===== config.mk =====
export PLATFORM = sky130hd
export DESIGN_NAME = interrupt_request_pending_regs
export DESIGN_NICKNAME = d
export VERILOG_FILES = /design/src/verilog/irq_pending_pkg.sv /design/src/verilog/pending_byte.sv /design/src/verilog/interrupt_request_pending_regs.sv
export SDC_FILE = /design/constraint.sdc
export NUM_CORES = 1
export LEC_CHECK = 0
export BUFFER_PORTS_ARGS = -buffer_cell sky130_fd_sc_hd__buf_2
export CAP_MARGIN = 5
export CORE_MARGIN = 5
export CORE_UTILIZATION = 60
export DETAILED_ROUTE_END_ITERATION = 16
export PLACE_DENSITY = 0.92
export SLEW_MARGIN = 20
export SYNTH_ARGS = -nofsm -noshare
export SYNTH_HDL_FRONTEND = slang
export SYNTH_SLANG_ARGS = --single-unit

===== constraint.sdc =====
create_clock -name ref_clk -period 30 [get_ports ref_clk]
set_input_delay 6 -clock ref_clk [delete_from_list [all_inputs] [get_ports ref_clk]]
set_output_delay 6 -clock ref_clk [all_outputs]
set_load 0.01 [all_outputs]

===== src/verilog/irq_pending_pkg.sv =====
// constants shared by the pending-request capture logic
package irq_pending_pkg;
    localparam int DATA_W = 8;
    localparam int ADDR_W = 12;
    localparam int NUM_SRC = 16;
    // register map
    localparam logic [11:0] PERIPH_PEND_ADDR = 12'hFC0;
    localparam logic [11:0] PERIPH_EN_HIGH_ADDR = 12'hFC1;
    localparam logic [11:0] PERIPH_EN_LOW_ADDR = 12'hFC2;
    localparam logic [11:0] PORT_PEND_ADDR = 12'hFC3;
    localparam logic [11:0] PORT_EN_HIGH_ADDR = 12'hFC4;
    localparam logic [11:0] PORT_EN_LOW_ADDR = 12'hFC5;
    localparam logic [11:0] CONTROL_ADDR = 12'hFCF;
    localparam logic [11:0] EVENT_STATUS_ADDR = 12'hFD0;
    localparam logic [11:0] EVENT_MASK_ADDR = 12'hFD1;
    // reset values
    localparam logic [7:0] PEND_RESET = 8'h00;
    localparam logic [7:0] EN_RESET = 8'h00;
    localparam logic [7:0] READ_UNMAPPED = 8'h00;
    // control register field
    localparam int GIE_BIT = 7;
    // event status fields
    localparam int EV_PERIPH_BIT = 0;
    localparam int EV_PORT_BIT = 1;
    localparam int EV_VECTOR_BIT = 2;
    localparam int EV_W = 3;
    // priority level encoding
    typedef enum logic [1:0] {
        LEVEL_OFF = 2'b00,
        LEVEL_ONE = 2'b01,
        LEVEL_TWO = 2'b10,
        LEVEL_THREE = 2'b11
    } level_type;
    localparam logic [3:0] NO_SOURCE = 4'hF;
endpackage


===== src/verilog/pending_byte.sv =====
// one byte of pending request flags with hardware set, ack clear and bus write
`timescale 1ns/10ps
`default_nettype none
module pending_byte
#(
    parameter int WIDTH = 8,
    parameter logic [7:0] RESET_VALUE = 8'h00
)
(
    // clock and reset
    input wire logic ref_clk,
    input wire logic nrst,
    // hardware side
    input wire logic [WIDTH-1:0] pulse,
    input wire logic [WIDTH-1:0] ack,
    // software side
    input wire logic write,
    input wire logic [WIDTH-1:0] write_data,
    // state
    output logic [WIDTH-1:0] pending
);
    logic [WIDTH-1:0] next_pending;

    always_comb
    begin
        next_pending = pending & ~ack;
        if (write)
        begin
            // written byte replaces the register whole
            next_pending = write_data;
        end
        // a pulse in the same cycle as a clear still wins
        next_pending = next_pending | pulse;
    end

    always_ff @(posedge ref_clk or negedge nrst)
    begin
        if (!nrst)
            pending <= RESET_VALUE[WIDTH-1:0];
        else
            pending <= next_pending;
    end
endmodule
`default_nettype wire


===== src/verilog/interrupt_request_pending_regs.sv =====
// pending-request registers with enable, priority and core request logic
//
// The address-and-strobe port was decided locally.
`timescale 1ns/10ps
`default_nettype none
// Operation
// - pulse sets matching pending bit
// - core acknowledge clears pending bit
// - writing zero clears a pending bit
// - writing one raises a software request
// - pending writes store byte as given, ORed with any same-cycle pulse
// - global enable forwards enabled pending requests
// - disabled: bits still captured and readable
// - watchdog and oscillator traps bypass registers
// - peripheral register bit mapping, reset zero
// - port register bit mapping, reset zero
// - pending bits read one when waiting
// - global enable set and clear actions
// - enable pair encodes off and levels
module interrupt_request_pending_regs
(
    // clock and reset
    input wire logic ref_clk,
    input wire logic nrst,
    // register port
    input wire logic [irq_pending_pkg::ADDR_W-1:0] reg_addr,
    input wire logic [irq_pending_pkg::DATA_W-1:0] reg_wdata,
    input wire logic reg_write,
    input wire logic reg_read,
    output logic [irq_pending_pkg::DATA_W-1:0] reg_rdata,
    // peripheral request pulses
    input wire logic timer2_pulse,
    input wire logic timer1_pulse,
    input wire logic timer0_pulse,
    input wire logic serial0_receive_pulse,
    input wire logic serial0_transmit_pulse,
    input wire logic two_wire_pulse,
    input wire logic serial_periph_pulse,
    input wire logic converter_pulse,
    // port request pulses
    input wire logic pin_a7_or_lowvolt_pulse,
    input wire logic pin_a6_or_comp0_pulse,
    input wire logic pin_a5_or_comp1_pulse,
    input wire logic [3:0] shared_port_pin_pulse,
    input wire logic pin_a0_pulse,
    // core instruction events
    input wire logic enable_interrupt_exec,
    input wire logic interrupt_return_exec,
    input wire logic disable_interrupt_exec,
    input wire logic trap_exec,
    // core request and acknowledge
    input wire logic core_ack,
    output logic core_request,
    output logic [3:0] core_source,
    output logic [1:0] core_level,
    output logic global_interrupt_enable,
    // software event interrupt
    output logic event_irq
);
    import irq_pending_pkg::*;

    // ------------------------------------------------------------
    // decode
    // ------------------------------------------------------------
    logic [7:0] peripheral_request_pending;
    logic [7:0] port_request_pending;
    logic [7:0] periph_en_high;
    logic [7:0] periph_en_low;
    logic [7:0] port_en_high;
    logic [7:0] port_en_low;
    logic [EV_W-1:0] event_status;
    logic [EV_W-1:0] event_mask;
    logic [NUM_SRC-1:0] ack_vec;
    logic [7:0] periph_pulse;
    logic [7:0] port_pulse;
    logic [3:0] next_source;
    logic [1:0] next_level;
    logic [1:0] best_level;
    logic [3:0] best_source;
    logic [NUM_SRC-1:0] all_pending;
    logic [NUM_SRC-1:0] all_high;
    logic [NUM_SRC-1:0] all_low;
    logic [EV_W-1:0] event_set;
    logic ack_taken;
    logic [7:0] periph_ack;
    logic [7:0] port_ack;
    logic request_valid;
    logic gie_clear;
    logic gie_set;
    logic periph_pend_write;
    logic port_pend_write;
    logic periph_high_write;
    logic periph_low_write;
    logic port_high_write;
    logic port_low_write;
    logic control_write;
    logic status_write;
    logic mask_write;
    logic [DATA_W-1:0] next_rdata;

    function automatic logic hit(input logic [ADDR_W-1:0] addr,
                                 input logic [11:0] target);
        hit = (addr == target);
    endfunction

    // enable pair of one source read as its priority level
    function automatic logic [1:0] level_of(input logic high,
                                            input logic low);
        level_of = {high, low};
    endfunction

    // ------------------------------------------------------------
    // register write decode
    // ------------------------------------------------------------
    assign periph_pend_write = reg_write && hit(reg_addr, PERIPH_PEND_ADDR);
    assign port_pend_write = reg_write && hit(reg_addr, PORT_PEND_ADDR);
    assign periph_high_write = reg_write && hit(reg_addr, PERIPH_EN_HIGH_ADDR);
    assign periph_low_write = reg_write && hit(reg_addr, PERIPH_EN_LOW_ADDR);
    assign port_high_write = reg_write && hit(reg_addr, PORT_EN_HIGH_ADDR);
    assign port_low_write = reg_write && hit(reg_addr, PORT_EN_LOW_ADDR);
    assign control_write = reg_write && hit(reg_addr, CONTROL_ADDR);
    assign status_write = reg_write && hit(reg_addr, EVENT_STATUS_ADDR);
    assign mask_write = reg_write && hit(reg_addr, EVENT_MASK_ADDR);

    // ------------------------------------------------------------
    // pending request bytes
    // ------------------------------------------------------------
    // bit order: 7 timer2 down to 0 converter
    assign periph_pulse = {timer2_pulse, timer1_pulse, timer0_pulse,
                           serial0_receive_pulse, serial0_transmit_pulse,
                           two_wire_pulse, serial_periph_pulse,
                           converter_pulse};
    // bit order: 7 a7/low volt, 6 a6/comp0, 5 a5/comp1, 4..1 shared, 0 a0
    assign port_pulse = {pin_a7_or_lowvolt_pulse, pin_a6_or_comp0_pulse,
                         pin_a5_or_comp1_pulse, shared_port_pin_pulse,
                         pin_a0_pulse};

    // a load, mask and store from software drops any pulse landing
    // between its read and its write; the write replaces the whole byte
    pending_byte #(.WIDTH(8), .RESET_VALUE(PEND_RESET)) periph_bits
    (
        .ref_clk(ref_clk),
        .nrst(nrst),
        .pulse(periph_pulse),
        .ack(periph_ack),
        .write(periph_pend_write),
        .write_data(reg_wdata),
        .pending(peripheral_request_pending)
    );

    pending_byte #(.WIDTH(8), .RESET_VALUE(PEND_RESET)) port_bits
    (
        .ref_clk(ref_clk),
        .nrst(nrst),
        .pulse(port_pulse),
        .ack(port_ack),
        .write(port_pend_write),
        .write_data(reg_wdata),
        .pending(port_request_pending)
    );

    // ------------------------------------------------------------
    // enable and priority registers
    // ------------------------------------------------------------
    always_ff @(posedge ref_clk or negedge nrst)
    begin
        if (!nrst)
            periph_en_high <= EN_RESET;
        else if (periph_high_write)
            periph_en_high <= reg_wdata;
    end

    always_ff @(posedge ref_clk or negedge nrst)
    begin
        if (!nrst)
            periph_en_low <= EN_RESET;
        else if (periph_low_write)
            periph_en_low <= reg_wdata;
    end

    always_ff @(posedge ref_clk or negedge nrst)
    begin
        if (!nrst)
            port_en_high <= EN_RESET;
        else if (port_high_write)
            port_en_high <= reg_wdata;
    end

    always_ff @(posedge ref_clk or negedge nrst)
    begin
        if (!nrst)
            port_en_low <= EN_RESET;
        else if (port_low_write)
            port_en_low <= reg_wdata;
    end

    // ------------------------------------------------------------
    // global enable
    // ------------------------------------------------------------
    assign ack_taken = core_ack && core_request;
    // every disabling action beats a control write or an enable instruction
    assign gie_clear = disable_interrupt_exec || trap_exec || ack_taken;
    assign gie_set = enable_interrupt_exec || interrupt_return_exec;

    // traps and the watchdog never reach the pending bytes; here they
    // only drop the global enable
    always_ff @(posedge ref_clk or negedge nrst)
    begin
        if (!nrst)
            global_interrupt_enable <= 1'b0;
        else if (gie_clear)
            global_interrupt_enable <= 1'b0;
        else if (control_write)
            global_interrupt_enable <= reg_wdata[GIE_BIT];
        else if (gie_set)
            global_interrupt_enable <= 1'b1;
    end

    // ------------------------------------------------------------
    // arbitration
    // ------------------------------------------------------------
    // source index 15 is peripheral bit 7 (highest within a level), 0 is pin a0
    assign all_pending = {peripheral_request_pending, port_request_pending};
    assign all_high = {periph_en_high, port_en_high};
    assign all_low = {periph_en_low, port_en_low};

    always_comb
    begin
        best_level = LEVEL_OFF;
        best_source = NO_SOURCE;
        // ascending scan with >= lets the higher index win ties
        // level 3 beats lower levels; index order only breaks a tie
        for (int i = 0; i < NUM_SRC; i++)
        begin
            if (all_pending[i] && level_of(all_high[i], all_low[i]) != LEVEL_OFF
                && level_of(all_high[i], all_low[i]) >= best_level)
            begin
                best_level = level_of(all_high[i], all_low[i]);
                best_source = 4'(i);
            end
        end
    end

    // request only while enabled; pending bits keep capturing regardless
    assign next_level = global_interrupt_enable ? best_level : LEVEL_OFF;
    assign request_valid = (next_level != LEVEL_OFF);
    assign next_source = request_valid ? best_source : NO_SOURCE;

    // dropped for the cycle after an ack so the cleared bit is not reissued
    always_ff @(posedge ref_clk or negedge nrst)
    begin
        if (!nrst)
            core_request <= 1'b0;
        else
            core_request <= request_valid && !ack_taken;
    end

    // source and level stay registered so the core sees one steady vector
    always_ff @(posedge ref_clk or negedge nrst)
    begin
        if (!nrst)
            core_source <= NO_SOURCE;
        else
            core_source <= next_source;
    end

    always_ff @(posedge ref_clk or negedge nrst)
    begin
        if (!nrst)
            core_level <= LEVEL_OFF;
        else
            core_level <= next_level;
    end

    // acknowledge clears only the source being serviced
    always_comb
    begin
        ack_vec = '0;
        if (ack_taken)
            ack_vec[core_source] = 1'b1;
    end
    assign periph_ack = ack_vec[15:8];
    assign port_ack = ack_vec[7:0];

    // ------------------------------------------------------------
    // event status and mask
    // ------------------------------------------------------------
    // trap sources never enter these registers and are handled by the core
    assign event_set[EV_PERIPH_BIT] = |periph_pulse;
    assign event_set[EV_PORT_BIT] = |port_pulse;
    assign event_set[EV_VECTOR_BIT] = ack_taken;

    always_ff @(posedge ref_clk or negedge nrst)
    begin
        if (!nrst)
            event_status <= '0;
        else if (status_write)
            event_status <= (event_status & ~reg_wdata[EV_W-1:0]) | event_set;
        else
            event_status <= event_status | event_set;
    end

    always_ff @(posedge ref_clk or negedge nrst)
    begin
        if (!nrst)
            event_mask <= '0;
        else if (mask_write)
            event_mask <= reg_wdata[EV_W-1:0];
    end

    assign event_irq = |(event_status & event_mask);

    // ------------------------------------------------------------
    // read port
    // ------------------------------------------------------------
    // idle cycles and unmapped addresses read as zero
    always_comb
    begin
        next_rdata = READ_UNMAPPED;
        if (reg_read)
        begin
            case (reg_addr)
                PERIPH_PEND_ADDR: next_rdata = peripheral_request_pending;
                PORT_PEND_ADDR: next_rdata = port_request_pending;
                PERIPH_EN_HIGH_ADDR: next_rdata = periph_en_high;
                PERIPH_EN_LOW_ADDR: next_rdata = periph_en_low;
                PORT_EN_HIGH_ADDR: next_rdata = port_en_high;
                PORT_EN_LOW_ADDR: next_rdata = port_en_low;
                CONTROL_ADDR: next_rdata = {global_interrupt_enable, 7'h00};
                EVENT_STATUS_ADDR: next_rdata = {5'h00, event_status};
                EVENT_MASK_ADDR: next_rdata = {5'h00, event_mask};
                default: next_rdata = READ_UNMAPPED;
            endcase
        end
    end

    always_ff @(posedge ref_clk or negedge nrst)
    begin
        if (!nrst)
            reg_rdata <= READ_UNMAPPED;
        else
            reg_rdata <= next_rdata;
    end
endmodule
`default_nettype wire


* Word level (Yosys, flattened, before mapping)
Index checks and enable logic that the tools add are counted.
** Word-level totals
- Output and inout port bits :: 17
- Input bits :: 45
- Bits in registers :: 70
- Word-level logic and storage cells :: 165
** Cells by class
- $lt $le $gt $ge :: 18
- Equality and inequality tests :: 9
- Mux-type cells :: 45
- Reductions and logical operators :: 69
- Bitwise operators :: 11
** Operator list (number)
- $eq A12 B12 Y1 const B :: 9
- $pmux W8 S9 :: 1
- $mux W4 :: 17
- $logic_and A1 B1 Y1 :: 44
- $mux W2 :: 17
- $reduce_bool A2 Y1 :: 17
- $ge A2 B2 Y1 :: 15
- $mux W8 :: 3
- $and A8 B8 Y8 :: 2
- $mux W16 :: 1
- $not A8 Y8 :: 2
- $or A8 B8 Y8 :: 2
- $reduce_or A8 Y1 :: 2
- $and A3 B3 Y3 :: 2
- $or A3 B3 Y3 :: 2
- $lt A4 B5 Y1 const B :: 1
- $demux W1 S4 :: 1
- $ge A4 B1 Y1 const B :: 1
- $mux W1 :: 4
- $logic_or A1 B1 Y1 :: 3
- $mux W3 :: 1
- $not A3 Y3 :: 1
- $reduce_bool A3 Y1 :: 1
- $reduce_or A3 Y1 :: 1
- 2 further kinds :: 2

* Depth between registers and ports, before layout
- Depth after elaboration :: 52
- Depth in mapped cells :: 101
- Gate-level depth less buffers :: 101

* Hierarchy
A second synthesis with hierarchy kept.
** Unflattened totals
- Cells, all modules :: 538
- Area total of the unflattened synthesis :: 4819.6 um^2
** Modules (own cells, without submodules)
- interrupt_request_pending_regs :: seq. area each 1356.3 um^2, cells each 474, area each 4136.5 um^2, times used 1
- pending_byte :: seq. area each 200.2 um^2, cells each 32, area each 341.6 um^2, times used 2

* Worst setup path after synthesis
No wires, ideal clock.
- Path kind :: reg-to-reg
- Start point :: register port_bits.pending[0]
- End point :: register core_source[2]
- Required time :: 29.909 ns
- Setup time :: 0.091 ns
- Path buffers :: 0
- Arrival time :: 16.869 ns
- Setup slack :: 13.040 ns
- Clock period less this slack :: 16.960 ns
- Cell stages (with the launch flop) :: 97
- Cells stage by stage :: dfrtp_1 > and2_1 > ha_1 > or3b_4 > and2_2 > a22o_1 > ha_1 > nor2b_1 > nor4_1 > a32oi_1 > nand2_1 > ha_1 > nor2b_1 > nor2_1 > o21ai_0 > o22a_1 > a31oi_1 > ha_1 > (+61 left out) > nor2b_1 > a31oi_1 > o22ai_1 > ha_1 > nand2b_1 > a21oi_1 > nor2b_1 > nand2_1 > and3_1 > a221oi_1 > o31ai_2 > ha_1 > inv_1 > a21boi_0 > o221ai_1 > nand2_1 > nor3_1 > o21ai_0
** Between the ends
- Longest elaborated chain between the ends :: 51
- Elaborated cells between the ends (all ways) :: 67
- Classes of those cells :: 15 x order compare; 34 x mux; 18 x reduce/logical
** Ends and longest elaborated chain
- start, declared :: RTL line pending_byte.sv:20 : output logic [WIDTH-1:0] pending
- start signal, assigned :: RTL line pending_byte.sv:39 : pending <= RESET_VALUE[WIDTH-1:0];
- start signal, assigned :: RTL line pending_byte.sv:41 : pending <= next_pending;
- $logic_and A1 B1 Y1 * :: RTL line interrupt_request_pending_regs.sv:235 : if (all_pending[i] && level_of(all_high[i], all_low[i]) != LEVEL_OFF
- $logic_and A1 B1 Y1 * :: RTL line interrupt_request_pending_regs.sv:236 : && level_of(all_high[i], all_low[i]) >= best_level)
- $mux W2 :: RTL line interrupt_request_pending_regs.sv:235
- $ge A2 B2 Y1 :: RTL line interrupt_request_pending_regs.sv:236
- $logic_and A1 B1 Y1 :: RTL line interrupt_request_pending_regs.sv:236
- $mux W2 :: RTL line interrupt_request_pending_regs.sv:235
- $ge A2 B2 Y1 :: RTL line interrupt_request_pending_regs.sv:236
- $logic_and A1 B1 Y1 :: RTL line interrupt_request_pending_regs.sv:236
- (+36 left out)
- $mux W2 :: RTL line interrupt_request_pending_regs.sv:235
- $ge A2 B2 Y1 :: RTL line interrupt_request_pending_regs.sv:236
- $logic_and A1 B1 Y1 :: RTL line interrupt_request_pending_regs.sv:236
- $mux W2 :: RTL line interrupt_request_pending_regs.sv:235
- $mux W2 :: RTL line interrupt_request_pending_regs.sv:245 : assign next_level = global_interrupt_enable ? best_level : LEVEL_OFF;
- $reduce_bool A2 Y1 :: RTL line interrupt_request_pending_regs.sv:246 : assign request_valid = (next_level != LEVEL_OFF);
- $mux W4 * :: RTL line interrupt_request_pending_regs.sv:247 : assign next_source = request_valid ? best_source : NO_SOURCE;
- net next_source[2] :: RTL line interrupt_request_pending_regs.sv:76 : logic [3:0] next_source;
- end signal, assigned :: RTL line interrupt_request_pending_regs.sv:264 : core_source <= next_source;
- end, declared :: RTL line interrupt_request_pending_regs.sv:54 : output logic [3:0] core_source,
The timed path passes the listed nets; every way through them passes the cells marked *.
A chain may end at the register's enable or synchronous reset.

* Worst setup path in the final report
Same ends and word-level chain as after synthesis.

==> impl_results.md <==
* Outcome: finished clean
* Share of layout cells above drive strength 1 at 21.3%
* Overall Global Routing Usage at 29.1%
* CTS tree: yes
* Leakage at 2.27 nW
* Most frequent cells in the layout: nand2_1, dfrtp_1, buf_2, o21ai_0, nor2_1
* Pin count of the biggest net entering global routing at 71
* Iteration-0 DRC Markers at 480
* Critical path startpoint: port_bits.pending[0]
* Worst stage delay on the critical path at 0.52 ns
* Primary FF master, synth: dfrtp_1
* RD Place Congestion at 0.957
* Routed WL at 13,900 um
* Hold Buf Count CTS at 0
* WS Path Type: reg2reg
* Post-placement cell area at 4960 um^2
* Core area at 7330 um^2
* Antenna violations before repair at 0
* Number of flops mapped to enable cells by yosys at 0
* Post-Syn Instances at 499
* Global route overflow at 0
* Tmin final at 20.12 ns
* Async SR Flop Fraction at 100%
* Vias in the first global route at 4,530
* Total power at 0.192 mW
* Clock Sinks at 70
* Final setup viols at 0
* Compound-Gate Fraction of Synth Area at 22.3%
* Post_cts resized at 0
* RSZ-0062 raised after global routing: no
* Multi-input gate area at 2670 um^2
* Final hold vios at 0
* Simple-gate share of the synthesized area at 21.7%
* Warnings from Yosys at 0
* Routed vias at 4,612
* Final ANT Viol Nets at 0
* Mux share of post-synthesis cell area at 9.33%
* Fin worst setup slack at 9.88 ns
* Seq/Total Area, Yosys at 38.5%
* Row count at 31
* Hold Crit Class: reg2reg
* Synth area leader: dfrtp_1
* Setup TNS at 0 ns
* Layout area overhead at 13.2%
* Number of CTS-inserted buffers at 9
* Post-route DRC at 0
* Max Cap Viol at 0
* Cells after DPL at 651
* Crit start category: flop
* Setup Fix Bufs, Post-CTS at 0
* Critical-path top delay cell: o221ai_1
* Seq cells post-synth at 70
* Die ar. at 9440 um^2
* Fillers at 514
* Clock-pin transition on the worst setup and hold timing paths at 0.08 ns
* Synth Area in XOR/XNOR at 0%
* CP max FO at 7
* PortBufs at 61
* Skew final at 0.00918 ns
* Hold Crit Start: event_mask[2]
* Largest family of logic cells by synthesized area: compound AO/OA/AOI/OAI gates
* Syn Area/Cell at 9.13 um^2
* H-tree depth at 3
* Peak supply drop at 35.7 uV
* Synth top area share at 36.2%
* Root Buffer: clkbuf_8
* Final worst-path cycle share at 67.1%
* Starting Density at 62.2%
* R2R Path Start: port_bits.pending[0]
* Die Y at 97.2 um
* Hpwl dp at 10,400 um
* Setup WS pre-CTS at 10.47 ns
* Setup crit end kind: flop
* DR vias/cell at 6.92
* Post-Synth Adder-Cell Area at 5.16%
* First-pass GRT wire length at 22,400 um
* Io pins at 62
* Final Cell Area at 5160 um^2
* Post-synthesis cell type count at 63
* Layout Nets at 626
* Max Clock Freq at 0.0497 GHz
* Slew @ Worst Pin at 1.12 ns
* Pwr/cell area at 37.2 nW/um^2
* # diodes at 0
* Post-synthesis cell area at 4560 um^2
* Post-layout instance count excluding filler cells at 666
* 1st-pass router iterations at 6
* Worst-Skew Late Latency at 0.34 ns
* Rel. slew slack at 25.3%
* Most common cell after layout, fill and taps aside: nand2_1
* Slew Limit Fails at 0
* CP required at 30.24 ns
* Crit path DAT at 20.36 ns
* Net Count, Synth at 562
* Maximum clock path buffer count at 2
* WL/cell at 20.9 um
* Top area cells in the synthesized netlist: dfrtp_1, nand2_1, o21ai_0
* FF+latch area at 1760 um^2
* Die X at 97.2 um
* Most frequent CP cell: ha_1
[power by group]
part           switching, mW  internal [mW]  total (mW)
combinational         0.0106        0.00711      0.0177
clock                 0.0376         0.0404      0.0780
sequential           0.00109         0.0953      0.0964
total                 0.0492          0.143       0.192
[metrics by stage]
stage	hold slack (ns)	utilization, %
2_1_floorplan	0.471	-
3_5_place_dp	0.520	67.7
4_1_cts	0.537	70.4
3_3_place_gp	0.494	67.7
6_report	0.534	70.4
5_1_grt	0.570	70.4
[final timing paths]
check	end	slack (ns)	cells past startpoint
setup / recovery	core_source[2]	9.88	99
hold / removal	event_mask[2]	0.53	2
setup reg to reg	core_source[2]	9.88	99
hold reg to reg	event_mask[2]	0.53	2
max in group asynchronous	port_en_low[6]	23.58	2
min in group asynchronous	event_mask[1]	5.85	2
[state kept, by name, summed over array words and instances (netlist names), 2 cells and up]
signal / count
port_en_high: 8
periph_bits.pending: 8
reg_rdata: 8
periph_en_low: 8
port_en_low: 8
core_source: 4
port_bits.pending: 8
event_status: 3
core_level: 2
periph_en_high: 8
event_mask: 3
[cell usage after synthesis, drive strengths merged, types with 3 or more instances]
master / n
a211o: 17
a211oi: 5
a21oi: 14
a222oi: 5
a22oi: 10
a311o: 3
a31oi: 6
and2: 7
and3: 5
clkbuf: 10
dfrtp: 66
dfstp: 4
ha: 18
inv: 26
mux2: 20
mux4: 8
nand2: 68
nand2b: 15
nand3: 11
nand4: 3
nand4b: 3
nor2: 40
nor2b: 11
nor3: 13
nor4: 10
o211a: 5
o21a: 3
o21ai: 47
o22ai: 4
o31ai: 3
or2: 3
or3: 3
[cell type report]
class / count / area share [%]
inverter: 26 / 1.89
clock inverter: 5 / 1.14
tap: 99 / 2.40
clock buffer: 10 / 2.67
timing repair buffer: 63 / 6.21
multi-input combinational: 393 / 51.7
sequential: 70 / 34.0
[cells by family after synthesis]
kind of cell,count (synthesis)
compound gates,144
fa+ha+maj,19
buf+inv,36
flops,70
mux,30
simple gates,200
[critical path, delay by kind of cell, from the launching register on]
kind            cells  cell delay (ns)
fa+ha+maj          15             3.85
simple gates       39             5.40
mux                 1             0.29
compound gates     40             9.66
buf+inv             4             0.36
flops               1             0.47
[layer usage]
metal	GRT usage, %	vias up	wire length [um]	share of wire (%)
li1	-	2000	-	-
met2	46.7	348	6580	47
met1	35.3	2178	5110	37
met4	17.0	0	803	5.8
met5	0	-	0	0
met3	7.68	86	1430	10
Power figures use the tool's default switching activity.
